### src/rtl/hsc_consts.svh
`ifndef HSC_CONSTS_SVH
`define HSC_CONSTS_SVH

// register byte offsets on the avalon slave
`define HSC_OFF_CTRL 5'h00
`define HSC_OFF_CMD 5'h04
`define HSC_OFF_STATUS 5'h08
`define HSC_OFF_SIZE 5'h0C
`define HSC_OFF_OVL_PIX 5'h10
`define HSC_OFF_OVL_LINE 5'h14
`define HSC_OFF_ALPHA 5'h18
`define HSC_OFF_POS 5'h1C

// command bits
`define HSC_CMD_START 0
`define HSC_CMD_ABORT 1

// status bits
`define HSC_ST_BUSY 0
`define HSC_ST_STALLED 1
`define HSC_ST_RESERVED 2

// reset values
`define HSC_CTRL_RST 16'h0000
`define HSC_SIZE_RST 16'h0000
`define HSC_ALPHA_RST 16'h0000

// output and overlay format codes
`define HSC_FMT_RGB_FIRST 4'h2
`define HSC_FMT_RGB_LAST 4'h7
`define HSC_OVL_FMT_RSVD 2'h3
`define HSC_OVL_FMT_RGB15A 2'h1
`define HSC_OVL_FMT_YUVA 2'h2

// component cycles spent per pair of output pixels
`define HSC_CYC_PAIR_NORMAL 3'h6
`define HSC_CYC_PAIR_SEQ 3'h4

`endif

### src/rtl/hsc_pkg.sv
package hsc_pkg;

  typedef enum logic [1:0] {HSC_COMP_U, HSC_COMP_V, HSC_COMP_Y} hsc_comp_t;

  typedef enum logic {HSC_IDLE, HSC_RUN} hsc_state_t;

  // control word, bit 15 down to bit 0
  typedef struct packed {
    logic bypass;
    logic chroma_pair_sequencing;
    logic chroma_half_vertical_in;
    logic overlay_on;
    logic pci_out;
    logic mask_bits_on;
    logic pick_then_filter;
    logic overlay_byte_order;
    logic [1:0] overlay_pixel_format;
    logic color_key_on;
    logic output_byte_order;
    logic [3:0] out_fmt;
  } hsc_ctl_t;

  typedef struct packed {
    logic read;
    logic write;
    logic [4:0] address;
    logic [31:0] writedata;
    logic [3:0] byteenable;
  } hsc_av_req_t;

  typedef struct packed {
    logic [31:0] readdata;
    logic waitrequest;
  } hsc_av_rsp_t;

  typedef struct packed {
    logic comp_valid;
    hsc_comp_t comp_sel;
    logic pix_strobe;
    logic line_end;
    logic uv_refresh;
    logic uv_upscale2;
    logic [15:0] out_pix;
    logic [15:0] out_line;
    logic [15:0] chroma_line;
    logic filter_bypass;
    logic tap_from_output;
    logic frac_lsb_zero;
    logic out_to_pci;
    logic blend_on;
    logic mask_on;
    logic ckey_on;
    logic alpha_active;
    logic [7:0] alpha1;
    logic [7:0] alpha0;
    logic ovl_le;
    logic out_le;
    logic [1:0] ovl_fmt;
    logic [3:0] out_fmt;
    logic fmt_reserved;
    logic stalled;
    logic busy;
    logic frame_done;
  } hsc_px_t;

  typedef struct packed {
    hsc_ctl_t ctl;
    hsc_ctl_t run;
    logic [15:0] width;
    logic [15:0] height;
    logic [15:0] ovl_spix;
    logic [15:0] ovl_epix;
    logic [15:0] ovl_sline;
    logic [15:0] ovl_eline;
    logic [15:0] alpha;
    hsc_state_t state;
    logic [1:0] phase;
    logic [15:0] pix;
    logic [15:0] line;
    logic permit_s1;
    logic permit_s2;
    logic [2:0] pair_cnt;
    hsc_av_rsp_t rsp;
    hsc_px_t px;
  } hsc_regs_t;

endpackage

### src/rtl/hsc_scaler_ctl.sv
`timescale 1ns/10ps
`include "hsc_consts.svh"

module hsc_scaler_ctl (
  input wire logic sys_clk,
  input wire logic rst_n,
  input wire hsc_pkg::hsc_av_req_t av_req,
  output hsc_pkg::hsc_av_rsp_t av_rsp,
  input wire logic coproc_dma_permit,
  output hsc_pkg::hsc_px_t px
);

  hsc_pkg::hsc_regs_t s_reg;
  hsc_pkg::hsc_regs_t s_next;

  function automatic logic [31:0] be_merge(input logic [31:0] old, input logic [31:0] wd, input logic [3:0] be);
    logic [31:0] res;
    res = old;
    for (int i = 0; i < 4; i++) begin
      if (be[i]) begin
        res[i*8 +: 8] = wd[i*8 +: 8];
      end
    end
    return res;
  endfunction

  logic rgb_fmt;
  logic rgb_pci;
  logic go;
  logic in_win;
  logic last_pix;
  logic last_line;
  logic [31:0] rd_val;
  logic [31:0] wmerge;

  always_comb begin
    rgb_fmt = (s_reg.run.out_fmt >= `HSC_FMT_RGB_FIRST) && (s_reg.run.out_fmt <= `HSC_FMT_RGB_LAST);
    // RGB to PCI waits on the host's DMA permission
    rgb_pci = s_reg.run.pci_out && rgb_fmt;
    go = (s_reg.state == hsc_pkg::HSC_RUN) && !(rgb_pci && !s_reg.permit_s2);
    in_win = (s_reg.pix >= s_reg.ovl_spix) && (s_reg.pix <= s_reg.ovl_epix)
          && (s_reg.line >= s_reg.ovl_sline) && (s_reg.line <= s_reg.ovl_eline);
    last_pix = (s_reg.pix == s_reg.width - 16'h0001);
    last_line = (s_reg.line == s_reg.height - 16'h0001);
  end

  always_comb begin
    rd_val = 32'h0000_0000;
    case (av_req.address)
      `HSC_OFF_CTRL: rd_val = {16'h0000, s_reg.ctl};
      `HSC_OFF_STATUS: begin
        rd_val[`HSC_ST_BUSY] = (s_reg.state == hsc_pkg::HSC_RUN);
        rd_val[`HSC_ST_STALLED] = s_reg.px.stalled;
        rd_val[`HSC_ST_RESERVED] = s_reg.px.fmt_reserved;
      end
      `HSC_OFF_SIZE: rd_val = {s_reg.height, s_reg.width};
      `HSC_OFF_OVL_PIX: rd_val = {s_reg.ovl_epix, s_reg.ovl_spix};
      `HSC_OFF_OVL_LINE: rd_val = {s_reg.ovl_eline, s_reg.ovl_sline};
      `HSC_OFF_ALPHA: rd_val = {16'h0000, s_reg.alpha};
      `HSC_OFF_POS: rd_val = {s_reg.line, s_reg.pix};
      default: rd_val = 32'h0000_0000;
    endcase
  end

  always_comb begin
    wmerge = be_merge(rd_val, av_req.writedata, av_req.byteenable);
    s_next = s_reg;
    // pin crossing: first stage feeds only the second
    s_next.permit_s1 = coproc_dma_permit;
    s_next.permit_s2 = s_reg.permit_s1;

    // avalon slave: one wait cycle, then the answer
    s_next.rsp.waitrequest = 1'b1;
    if ((av_req.read || av_req.write) && s_reg.rsp.waitrequest) begin
      s_next.rsp.waitrequest = 1'b0;
      s_next.rsp.readdata = rd_val;
    end

    // one-cycle outputs fall back each cycle
    s_next.px.comp_valid = 1'b0;
    s_next.px.pix_strobe = 1'b0;
    s_next.px.line_end = 1'b0;
    s_next.px.uv_refresh = 1'b0;
    s_next.px.frame_done = 1'b0;
    s_next.px.stalled = (s_reg.state == hsc_pkg::HSC_RUN) && !go;
    s_next.px.busy = (s_reg.state == hsc_pkg::HSC_RUN);

    // helper count of component cycles per pixel pair
    // cleared after an odd pixel or a line end, so a short line never leaks into the next pair
    if (s_reg.px.pix_strobe && (s_reg.px.out_pix[0] || s_reg.px.line_end)) begin
      s_next.pair_cnt = 3'h0;
    end

    // static decode of the latched control word
    s_next.px.filter_bypass = s_reg.run.bypass;
    s_next.px.tap_from_output = s_reg.run.pick_then_filter && !s_reg.run.bypass;
    s_next.px.frac_lsb_zero = s_reg.run.pick_then_filter && !s_reg.run.bypass;
    s_next.px.uv_upscale2 = rgb_fmt && !s_reg.run.chroma_pair_sequencing && !s_reg.run.bypass;
    s_next.px.out_to_pci = s_reg.run.pci_out;
    s_next.px.mask_on = s_reg.run.mask_bits_on && s_reg.run.pci_out;
    s_next.px.ovl_le = s_reg.run.overlay_byte_order;
    s_next.px.out_le = s_reg.run.output_byte_order;
    s_next.px.ovl_fmt = s_reg.run.overlay_pixel_format;
    s_next.px.out_fmt = s_reg.run.out_fmt;
    s_next.px.fmt_reserved = (s_reg.run.out_fmt > `HSC_FMT_RGB_LAST)
                          || (s_reg.run.overlay_pixel_format == `HSC_OVL_FMT_RSVD);

    if (go) begin
      s_next.pair_cnt = s_next.pair_cnt + 3'h1;
      s_next.px.comp_valid = 1'b1;
      s_next.px.out_pix = s_reg.pix;
      s_next.px.out_line = s_reg.line;
      // 4:2:0 input: each chroma line serves two output lines
      s_next.px.chroma_line = s_reg.run.chroma_half_vertical_in ? {1'b0, s_reg.line[15:1]} : s_reg.line;
      s_next.px.blend_on = s_reg.run.overlay_on && s_reg.run.pci_out && in_win;
      s_next.px.ckey_on = s_reg.run.overlay_on && s_reg.run.pci_out && in_win && s_reg.run.color_key_on;
      s_next.px.alpha_active = s_reg.run.overlay_on && s_reg.run.pci_out && in_win
                            && ((s_reg.run.overlay_pixel_format == `HSC_OVL_FMT_RGB15A)
                            || (s_reg.run.overlay_pixel_format == `HSC_OVL_FMT_YUVA));
      if (s_reg.run.bypass) begin
        s_next.px.comp_sel = hsc_pkg::HSC_COMP_Y;
        s_next.px.pix_strobe = 1'b1;
      end else begin
        case (s_reg.phase)
          2'h0: begin
            s_next.px.comp_sel = hsc_pkg::HSC_COMP_U;
            s_next.px.uv_refresh = 1'b1;
            s_next.phase = 2'h1;
          end
          2'h1: begin
            s_next.px.comp_sel = hsc_pkg::HSC_COMP_V;
            s_next.phase = 2'h2;
          end
          2'h2: begin
            s_next.px.comp_sel = hsc_pkg::HSC_COMP_Y;
            s_next.px.pix_strobe = 1'b1;
            // paired mode adds a second Y unless the line ends here
            s_next.phase = (s_reg.run.chroma_pair_sequencing && !last_pix) ? 2'h3 : 2'h0;
          end
          default: begin
            s_next.px.comp_sel = hsc_pkg::HSC_COMP_Y;
            s_next.px.pix_strobe = 1'b1;
            s_next.phase = 2'h0;
          end
        endcase
      end
      if (s_next.px.pix_strobe) begin
        s_next.pix = s_reg.pix + 16'h0001;
        if (last_pix) begin
          s_next.px.line_end = 1'b1;
          s_next.pix = 16'h0000;
          s_next.phase = 2'h0;
          s_next.line = s_reg.line + 16'h0001;
          if (last_line) begin
            s_next.state = hsc_pkg::HSC_IDLE;
            s_next.px.frame_done = 1'b1;
          end
        end
      end
    end

    // register writes take effect at the edge where waitrequest is low
    if (av_req.write && !s_reg.rsp.waitrequest) begin
      case (av_req.address)
        `HSC_OFF_CTRL: s_next.ctl = hsc_pkg::hsc_ctl_t'(wmerge[15:0]);
        `HSC_OFF_SIZE: {s_next.height, s_next.width} = wmerge;
        `HSC_OFF_OVL_PIX: {s_next.ovl_epix, s_next.ovl_spix} = wmerge;
        `HSC_OFF_OVL_LINE: {s_next.ovl_eline, s_next.ovl_sline} = wmerge;
        `HSC_OFF_ALPHA: s_next.alpha = wmerge[15:0];
        `HSC_OFF_CMD: begin
          if (av_req.writedata[`HSC_CMD_ABORT] && av_req.byteenable[0]) begin
            s_next.state = hsc_pkg::HSC_IDLE;
          end else if (av_req.writedata[`HSC_CMD_START] && av_req.byteenable[0]
                       && (s_reg.state == hsc_pkg::HSC_IDLE)) begin
            // control word and alphas are frozen for the whole frame
            s_next.run = s_reg.ctl;
            s_next.px.alpha1 = s_reg.alpha[15:8];
            s_next.px.alpha0 = s_reg.alpha[7:0];
            s_next.pix = 16'h0000;
            s_next.line = 16'h0000;
            s_next.phase = 2'h0;
            s_next.pair_cnt = 3'h0;
            if ((s_reg.width == 16'h0000) || (s_reg.height == 16'h0000)) begin
              s_next.px.frame_done = 1'b1;
            end else begin
              s_next.state = hsc_pkg::HSC_RUN;
            end
          end
        end
        default: begin
        end
      endcase
    end
  end

  always_ff @(posedge sys_clk) begin
    if (!rst_n) begin
      s_reg <= '0;
      s_reg.ctl <= `HSC_CTRL_RST;
      s_reg.run <= `HSC_CTRL_RST;
      s_reg.width <= `HSC_SIZE_RST;
      s_reg.height <= `HSC_SIZE_RST;
      s_reg.alpha <= `HSC_ALPHA_RST;
      s_reg.state <= hsc_pkg::HSC_IDLE;
      s_reg.rsp.waitrequest <= 1'b1;
    end else begin
      s_reg <= s_next;
    end
  end

  assign av_rsp = s_reg.rsp;
  assign px = s_reg.px;
endmodule

### config.mk
export PLATFORM = sky130hd
export DESIGN_NAME = hsc_scaler_ctl
export DESIGN_NICKNAME = d
export VERILOG_FILES = /design/src/rtl/hsc_pkg.sv /design/src/rtl/hsc_scaler_ctl.sv
export VERILOG_INCLUDE_DIRS = /design/src /design/src/rtl
export SDC_FILE = /design/constraint.sdc
export NUM_CORES = 1
export LEC_CHECK = 0
export BUFFER_PORTS_ARGS = -buffer_cell sky130_fd_sc_hd__buf_2
export CORE_ASPECT_RATIO = 0.7
export CORE_MARGIN = 2
export CORE_UTILIZATION = 60
export CTS_BUF_LIST = sky130_fd_sc_hd__clkbuf_16
export CTS_CLUSTER_DIAMETER = 100
export CTS_CLUSTER_SIZE = 12
export DETAILED_ROUTE_END_ITERATION = 8
export PLACE_DENSITY = 0.86
export SYNTH_ARGS = -nofsm -noshare
export SYNTH_HDL_FRONTEND = slang
export SYNTH_SLANG_ARGS = --single-unit
### constraint.sdc
create_clock -name sys_clk -period 4.1 [get_ports sys_clk]
set_input_delay 0.82 -clock sys_clk [delete_from_list [all_inputs] [get_ports sys_clk]]
set_output_delay 0.82 -clock sys_clk [all_outputs]
set_load 0.05 [all_outputs]
**After elaboration in Yosys (flattened, before gate mapping)**

Index checks and enable logic that the tools add are counted.

- Memory bits (read-only): 0
- Memories: 0
- Output and inout port bits: 124
- Logic and storage cells: 180
- Bits in latches: 0
- Memory bits (writable): 0
- Register bits after elaboration: 304
- Input port bits: 46

- Divide/modulo/power cells: 0
- $mul: 0
- Reduce and logical (&&, ||, !) cells: 47
- $lt $le $gt $ge: 7
- Add/sub/neg operators: 4
- Eq/ne operators: 14
- Shifts and indexed selects: 0
- Mux-type cells: 39
- Bitwise gates (word level): 4

Operator list:

| cell | count |
|---|---|
| $mux W35 | 6 |
| $pmux W29 S6 | 1 |
| $mux W34 | 1 |
| $add A16 B1 Y16 const B | 2 |
| $eq A16 B16 Y1 | 2 |
| $ge A16 B16 Y1 | 2 |
| $le A16 B16 Y1 | 2 |
| $logic_not A16 Y1 | 2 |
| $mux W8 | 4 |
| $sub A16 B1 Y16 const B | 2 |
| $logic_and A1 B1 Y1 | 22 |
| $pmux W3 S7 | 1 |
| $eq A5 B5 Y1 const B | 4 |
| $mux W1 | 18 |
| $mux W16 | 1 |
| $reduce_and A2 Y1 | 6 |
| $eq A5 B4 Y1 const B | 2 |
| $logic_not A1 Y1 | 7 |
| $eq A2 B2 Y1 const B | 3 |
| $mux W3 | 2 |
| $mux W6 | 1 |
| $pmux W2 S3 | 1 |
| $eq A5 B3 Y1 const B | 1 |
| $logic_not A5 Y1 | 1 |
| 13 further kinds | 21 |

**Logic depth before layout (Yosys ltp)**

Gate-level depths: netlist of the first run.

- Depth in word-level cells: 15
- Depth in mapped cells: 12
- Mapped depth without buffers: 9

**Worst setup path after synthesis of the first run**

Ideal clock, no wire load.

- Path kind: input port to flip-flop
- Start: input port av_req[39] (netlist name)
- End: register s_reg[145] (netlist name)
- Buffers on the path: 5
- Arrival: 2.662 ns
- Library setup time: 0.124 ns
- Stages: 11
- Data required time: 3.976 ns
- Path slack: 1.313 ns
- Path through: buf_2 nor4_1 nand4_1 or2_2 clkbuf_1 and2_1 clkbuf_1 clkbuf_1 clkbuf_1 nand3_1 o21ai_1

- Longest elaborated chain between the ends: 3

Ends and longest elaborated chain:

| item | RTL line | RTL |
|---|---|---|
| start, declared | hsc_scaler_ctl.sv:7 | `input wire hsc_pkg::hsc_av_req_t av_req,` |
| $eq A5 B3 Y1 | hsc_scaler_ctl.sv:164 | `case (av_req.address)` |
| $mux W35 | hsc_scaler_ctl.sv:164 |  |
| $mux W35 | hsc_scaler_ctl.sv:163 | `if (av_req.write && !s_reg.rsp.waitrequest) begin` |
| end signal, assigned | hsc_scaler_ctl.sv:207 | `s_reg <= s_next;` |
| end, declared | hsc_scaler_ctl.sv:13 | `hsc_pkg::hsc_regs_t s_reg;` |

No other way between the ends.
A chain may end at the register's enable or synchronous reset.

**Final worst setup path of the first run**

- Start: register s_reg[260] (netlist name)
- End: register s_reg[160] (netlist name)

- Longest elaborated chain between the ends: 9

Ends and longest elaborated chain:

| item | RTL line | RTL |
|---|---|---|
| $sub A16 B1 Y16 (*) | hsc_scaler_ctl.sv:43 | `last_pix = (s_reg.pix == s_reg.width - 16'h0001);` |
| $eq A16 B16 Y1 (*) | hsc_scaler_ctl.sv:43 |  |
| $mux W35 (*) | hsc_scaler_ctl.sv:149 | `if (last_pix) begin` |
| $mux W35 (*) | hsc_scaler_ctl.sv:147 | `if (s_next.px.pix_strobe) begin` |
| $mux W35 (*) | hsc_scaler_ctl.sv:108 | `if (go) begin` |
| $mux W35 | hsc_scaler_ctl.sv:173 | `` end else if (av_req.writedata[`HSC_CMD_START] && av_req.byteenable[0] `` |
| $mux W34 | hsc_scaler_ctl.sv:171 | `` if (av_req.writedata[`HSC_CMD_ABORT] && av_req.byteenable[0]) begin `` |
| $mux W35 | hsc_scaler_ctl.sv:164 |  |
| $mux W35 (*) | hsc_scaler_ctl.sv:163 |  |

Mark *: on every way between the ends. The rest lies on a longest branch, timed or not.

==> results of run 1 <==
[per-layer routing]
metal  vias up  wire [um]  global-route usage [%]
li1       6834          -                       -
met2       858      20200                    49.0
met5         -         13                       0
met3       113       6350                    8.77
met4         2       1440                    10.1
met1      6873      21200                    46.7
[kinds of logic (layout without fill, tap and decap cells)]
kind of cell / Yosys count / in the layout / synth area share [%]
flops: 304 / 304 / 36.1
xor+xnor: 50 / 50 / 2.60
mux: 63 / 63 / 3.89
compound gates: 419 / 419 / 18.3
other cells: 0 / 1 / 0
simple gates: 785 / 785 / 22.9
fa+ha+maj: 70 / 70 / 5.20
buf+inv: 357 / 312 / 11.0
[stage by stage]
stage	cell area [um2]	utilization, %
after floorplan	16900	-
after global placement	16900	61.0
after detailed placement	16900	61.0
after CTS	17600	63.7
after global routing	17600	63.7
final	17600	63.7
[area by class of cell]
type / count / area, um2 / area share, %
Multi-Input combinational cell: 1387 / 8930 / 50.6
Sequential cell: 304 / 6090 / 34.5
Timing Repair Buffer: 204 / 1130 / 6.39
Clock buffer: 29 / 726 / 4.12
Tap cell: 371 / 464 / 2.63
Inverter: 78 / 293 / 1.66
Clock inverter: 1 / 8.76 / 0.0497
Antenna cell: 1 / 2.50 / 0.0142
[cells in the final DEF, fill, tap and decap left out, drive strengths merged, types with 20 or more instances in the layout]
| master | count |
|---|---|
| nand2 | 407 |
| dfxtp | 304 |
| buf | 204 |
| a21boi | 131 |
| and2 | 89 |
| inv | 79 |
| o21ai | 79 |
| nand3 | 71 |
| ha | 70 |
| o211a | 47 |
| nor2 | 46 |
| a22oi | 45 |
| mux2i | 43 |
| nand4 | 43 |
| xnor2 | 29 |
| clkbuf | 29 |
| a21oi | 26 |
| nor4 | 26 |
| xor2 | 21 |
| mux2 | 20 |
| nor3 | 20 |
[power breakdown]
part	internal (mW)	leakage (nW)	switching, mW	total (mW)
clock network	1.24	0.362	1.09	2.33
registers	2.98	2.45	0.0151	2.99
logic	0.109	4.58	0.250	0.359
total	4.33	7.39	1.35	5.68
[path summary, 6_finish.rpt]
kind | slack (ps) | cells past startpoint | endpoint
max | 570 | 9 | s_reg[160]
min | 450 | 1 | s_reg[127]
max reg2reg | 570 | 9 | s_reg[160]
min reg2reg | 450 | 1 | s_reg[127]
[critical path, delay by kind of cell (launching register included)]
| family | cells | cell delay [ps] |
|---|---|---|
| AOI/OAI and AO/OA | 2 | 930 |
| buffers and inverters | 1 | 80 |
| and+or+nand+nor | 5 | 1520 |
| DFF | 1 | 530 |
| adders and majority gates | 1 | 310 |
==> qor.csv, run 1 <==
metric,value,unit
outcome,"complete, no violations",
hold_slack,451,ps
hold_viol,0,
core_region_area,27700,um2
synth_commonest_cells,"407 x sky130_fd_sc_hd__nand2_1, 304 x sky130_fd_sc_hd__dfxtp_1, 130 x sky130_fd_sc_hd__a21boi_0, 128 x sky130_fd_sc_hd__clkbuf_1, 127 x sky130_fd_sc_hd__buf_4",
power.ir.vdd_worst,272,uV
power.total,5.68,mW
drt_pass1_iterations,8,
largest_register_ffs,169,
timing.critical_path.required,4520,ps
timing.setup.tns,0,ps
critPathLaunch,s_reg[260],
crit_type,reg2reg,
area_growth_from_synthesis_to_layout,4.64,%
tritoncts_num_sinks,304,
detailedPlacementHpwl,35500,um
max_freq,284,MHz
critical-path-slowest-cell,sky130_fd_sc_hd__or4_1,
postRouteWirelength,49200,um
max_slew_violation_count,0,
drt-vias-per-instance,6.18,
path_clk_slew,60,ps
die_width,204,um
synth_cells,2048,
clock_tree.htree_level_count,1,
netlist.area_leader.share,36.1,%
hold_start,s_next[127],
synth_seq_area_share,36.1,%
synth-async-reset-ratio,0,%
fillCellCount,2349,
number_of_cts_inserted_buffers,29,
synth_top_cells_by_area,"sky130_fd_sc_hd__dfxtp_1 36%, sky130_fd_sc_hd__nand2_1 9.1%, sky130_fd_sc_hd__a21boi_0 5.8%, sky130_fd_sc_hd__buf_4 5.7%, sky130_fd_sc_hd__ha_1 5.2%",
syn-num-nets,2164,
dp_worst_setup_slack,685,ps
cells_along_the_critical_path,inv_1 > ha_1 > nor2b_1 > or3_1 > a31oi_1 > nand2_1 > or4_1 > o31ai_4 > nor2_1,
post_route_ant_nets,0,
max_buffers_root_to_sink,3,
synth_warnings,0,
final_layout_size_suffix_gt1_share,14.3,%
drc_violations_left,0,
routed_wire_length_per_instance,20.7,um
synth_cell_type_count,73,
root_buffer,sky130_fd_sc_hd__clkbuf_16,
postCtsHoldBufs,0,
drv_cap,0,
global_route.usage.total,33.0,%
start_util,60.8,%
synth.ff_latch_count,304,
slew-limit-headroom,16.8,%
std_cell_rows,51,
path_max_fanout,18,
unrepaired_setup_endpoints_after_global_routing,no,
antenna_found_initial,2,
cpPeakStageDelay,820,ps
arrival,3940,ps
fin_crit_sh,86.0,%
worstSetupStartpointType,register,
port_buf_inserts,169,
post-route-worst-setup-slack,574,ps
num-nets-final,2120,
ios,170,
synth.cell_area,16900,um2
globalplace.congestion,0.972,
cts_tree,done,
globalRouteOverflowTotal,0,
cts_setup_buffers,0,
via_count_of_the_first_global_routing_pass,13500,
yosysMostFrequentCell,sky130_fd_sc_hd__nand2_1,
final.setup_skew,16.5,ps
finalCriticalPeriod,3530,ps
die_area,29500,um2
route.vias.total,14700,
holdCritPathClass,reg2reg,
global_route_wire_length_before_repair,76000,um
tightestPinTransition,1250,ps
power_per_cell_area,322,nW/um2
synthesis.area_per_instance,8.23,um2
die_height,144,um
synth-edff-count,0,
layoutNonFillerInstCount,2375,
regToRegStartpoint,s_reg[260],
grt_max_degree,213,
setup.worst_path.end_class,register,
static-leakage-power,7.39,nW
synth_top_cell_by_area,sky130_fd_sc_hd__dfxtp_1,
clkLatencyLatePin,560,ps
detailedRoute.firstIterationViolations,1803,
numPlacedInstances,2344,
cts.repair.resized,0,
synth_flop_cell,sky130_fd_sc_hd__dfxtp_1,
finalSetupViolations,0,
Power figures use the tool's default switching activity.
==> inputs of run 2 (changes only) <==
- CORE_ASPECT_RATIO: 0.7 -> 0.8
==> run 2 against run 1 <==
Routed wire length down 2.9%. Clock power about the same. Die area barely moved. Global-route usage is 1.0 points lower. Highest routed layer unchanged.
==> qor.csv, run 2 (same netlist as run 1, synthesis figures left out) <==
metric,value,unit,change
outcome,"complete, no violations",,unchanged
route.vias.total,14500,,was 14700
postRouteWirelength,47800,um,was 49200 um
finalSetupViolations,0,,unchanged
largest_register_ffs,169,,unchanged
max_buffers_root_to_sink,3,,unchanged
area_growth_from_synthesis_to_layout,4.73,%,was 4.64%
globalRouteOverflowTotal,0,,unchanged
crit_type,reg2reg,,unchanged
num-nets-final,2122,,was 2120
timing.setup.tns,0,ps,unchanged
tritoncts_num_sinks,304,,unchanged
static-leakage-power,7.41,nW,was 7.39 nW
final_cell_mix,"407 x sky130_fd_sc_hd__nand2_1, 304 x sky130_fd_sc_hd__dfxtp_1, 168 x sky130_fd_sc_hd__buf_2",,unchanged
finalCriticalPeriod,3510,ps,was 3530 ps
holdCritPathClass,reg2reg,,unchanged
globalplace.congestion,1.01,,was 0.972
antenna_found_initial,3,,was 2
core_region_area,27400,um2,was 27700 um2
root_buffer,sky130_fd_sc_hd__clkbuf_16,,unchanged
fin_util,64.3,%,was 63.7%
die_width,191,um,was 204 um
cpPeakStageDelay,810,ps,was 820 ps
drc_violations_left,0,,unchanged
critical-path-slowest-cell,sky130_fd_sc_hd__or4_1,,unchanged
global_route_wire_length_before_repair,74400,um,was 76000 um
die_height,154,um,was 144 um
global_route.usage.total,31.9,%,was 33.0%
cts_setup_buffers,0,,unchanged
number_of_cts_inserted_buffers,29,,unchanged
arrival,3920,ps,was 3940 ps
post_route_ant_nets,0,,unchanged
final_layout_size_suffix_gt1_share,14.4,%,was 14.3%
final.setup_skew,31.7,ps,was 16.5 ps
drt_pass1_iterations,7,,was 8
cells_along_the_critical_path,inv_1 > ha_1 > nor2b_1 > or3_1 > a31oi_1 > nand2_1 > or4_1 > o31ai_4 > nor2_1,,unchanged
power.ir.vdd_worst,332,uV,was 272 uV
drv_cap,0,,unchanged
timing.critical_path.required,4510,ps,was 4520 ps
clkLatencyLatePin,570,ps,was 560 ps
path_clk_slew,60,ps,about the same
post-route-worst-setup-slack,586,ps,was 574 ps
port_buf_inserts,169,,unchanged
routed_wire_length_per_instance,20.2,um,was 20.7 um
dp_worst_setup_slack,670,ps,was 685 ps
worstSetupStartpointType,register,,unchanged
path_max_fanout,18,,unchanged
clock_tree.htree_level_count,1,,unchanged
detailedPlacementHpwl,34600,um,was 35500 um
detailedRoute.firstIterationViolations,1796,,was 1803
cts.repair.resized,0,,unchanged
tightestPinTransition,1260,ps,was 1250 ps
slew-limit-headroom,16.1,%,was 16.8%
std_cell_rows,54,,was 51
grt_max_degree,102,,was 213
hold_viol,0,,unchanged
die_area,29500,um2,about the same
hold_slack,458,ps,was 451 ps
via_count_of_the_first_global_routing_pass,13600,,was 13500
max_slew_violation_count,0,,unchanged
ios,170,,unchanged
postCtsHoldBufs,0,,unchanged
setup.worst_path.end_class,register,,unchanged
final_common_cell,sky130_fd_sc_hd__nand2_1,,unchanged
drt-vias-per-instance,6.14,,was 6.18
fin_crit_sh,85.7,%,was 86.0%
power_per_cell_area,323,nW/um2,was 322 nW/um2
cts_tree,done,,unchanged
max_freq,285,MHz,was 284 MHz
start_util,61.4,%,was 60.8%
unrepaired_setup_endpoints_after_global_routing,no,,unchanged
==> run 2: layer usage <==
layer | up-vias | track usage (%) | routed length, um
met5 | - | 0 | 13
met4 | 2 | 11.0 | 1730
met3 | 120 | 8.97 | 6340
met2 | 812 | 46.8 | 19700
met1 | 6791 | 44.9 | 20000
li1 | 6823 | - | -
==> run 2: layout make-up <==
cell class                 instances  area (um2)
antenna                            1        2.50
clock buffer                      29         726
clock inverter                     2        17.5
fill                            2358        9780
inverter                          78         293
multi-input combinational       1387        8930
sequential                       304        6090
tap                              364         455
timing repair buffer             206        1140
==> run 2: worst max-delay path: cells and delay by family (launching register included) <==
family                     cells  cell delay, ps
AOI/OAI and AO/OA              2             910
DFF                            1             500
adders and majority gates      1             320
buffers and inverters          1             100
and+or+nand+nor                5            1510
==> run 2: final timing paths <==
path | depth (start not counted) | slack, ps | startpoint | to
worst max-delay path | 9 | 590 | s_reg[260] | s_reg[147]
worst min register to register | 2 | 460 | s_reg[286] | s_reg[286]
worst min-delay path | 2 | 460 | s_reg[286] | s_reg[286]
worst max register to register | 9 | 590 | s_reg[260] | s_reg[147]
==> run 2: through the flow <==
step	cells	power, mW	instance area (um2)
6_report	2371	5.70	17600
3_5_place_dp	2339	3.41	16900
5_1_grt	2371	5.86	17600
4_1_cts	2370	5.72	17600
2_1_floorplan	2048	3.34	16900
3_3_place_gp	2339	3.41	16900
==> run 2: power by group <==
group	total, mW	internal (mW)	switching [mW]
Combinational	0.358	0.109	0.249
Clock	2.34	1.24	1.10
Sequential	2.99	2.98	0.0142
Total	5.70	4.33	1.36
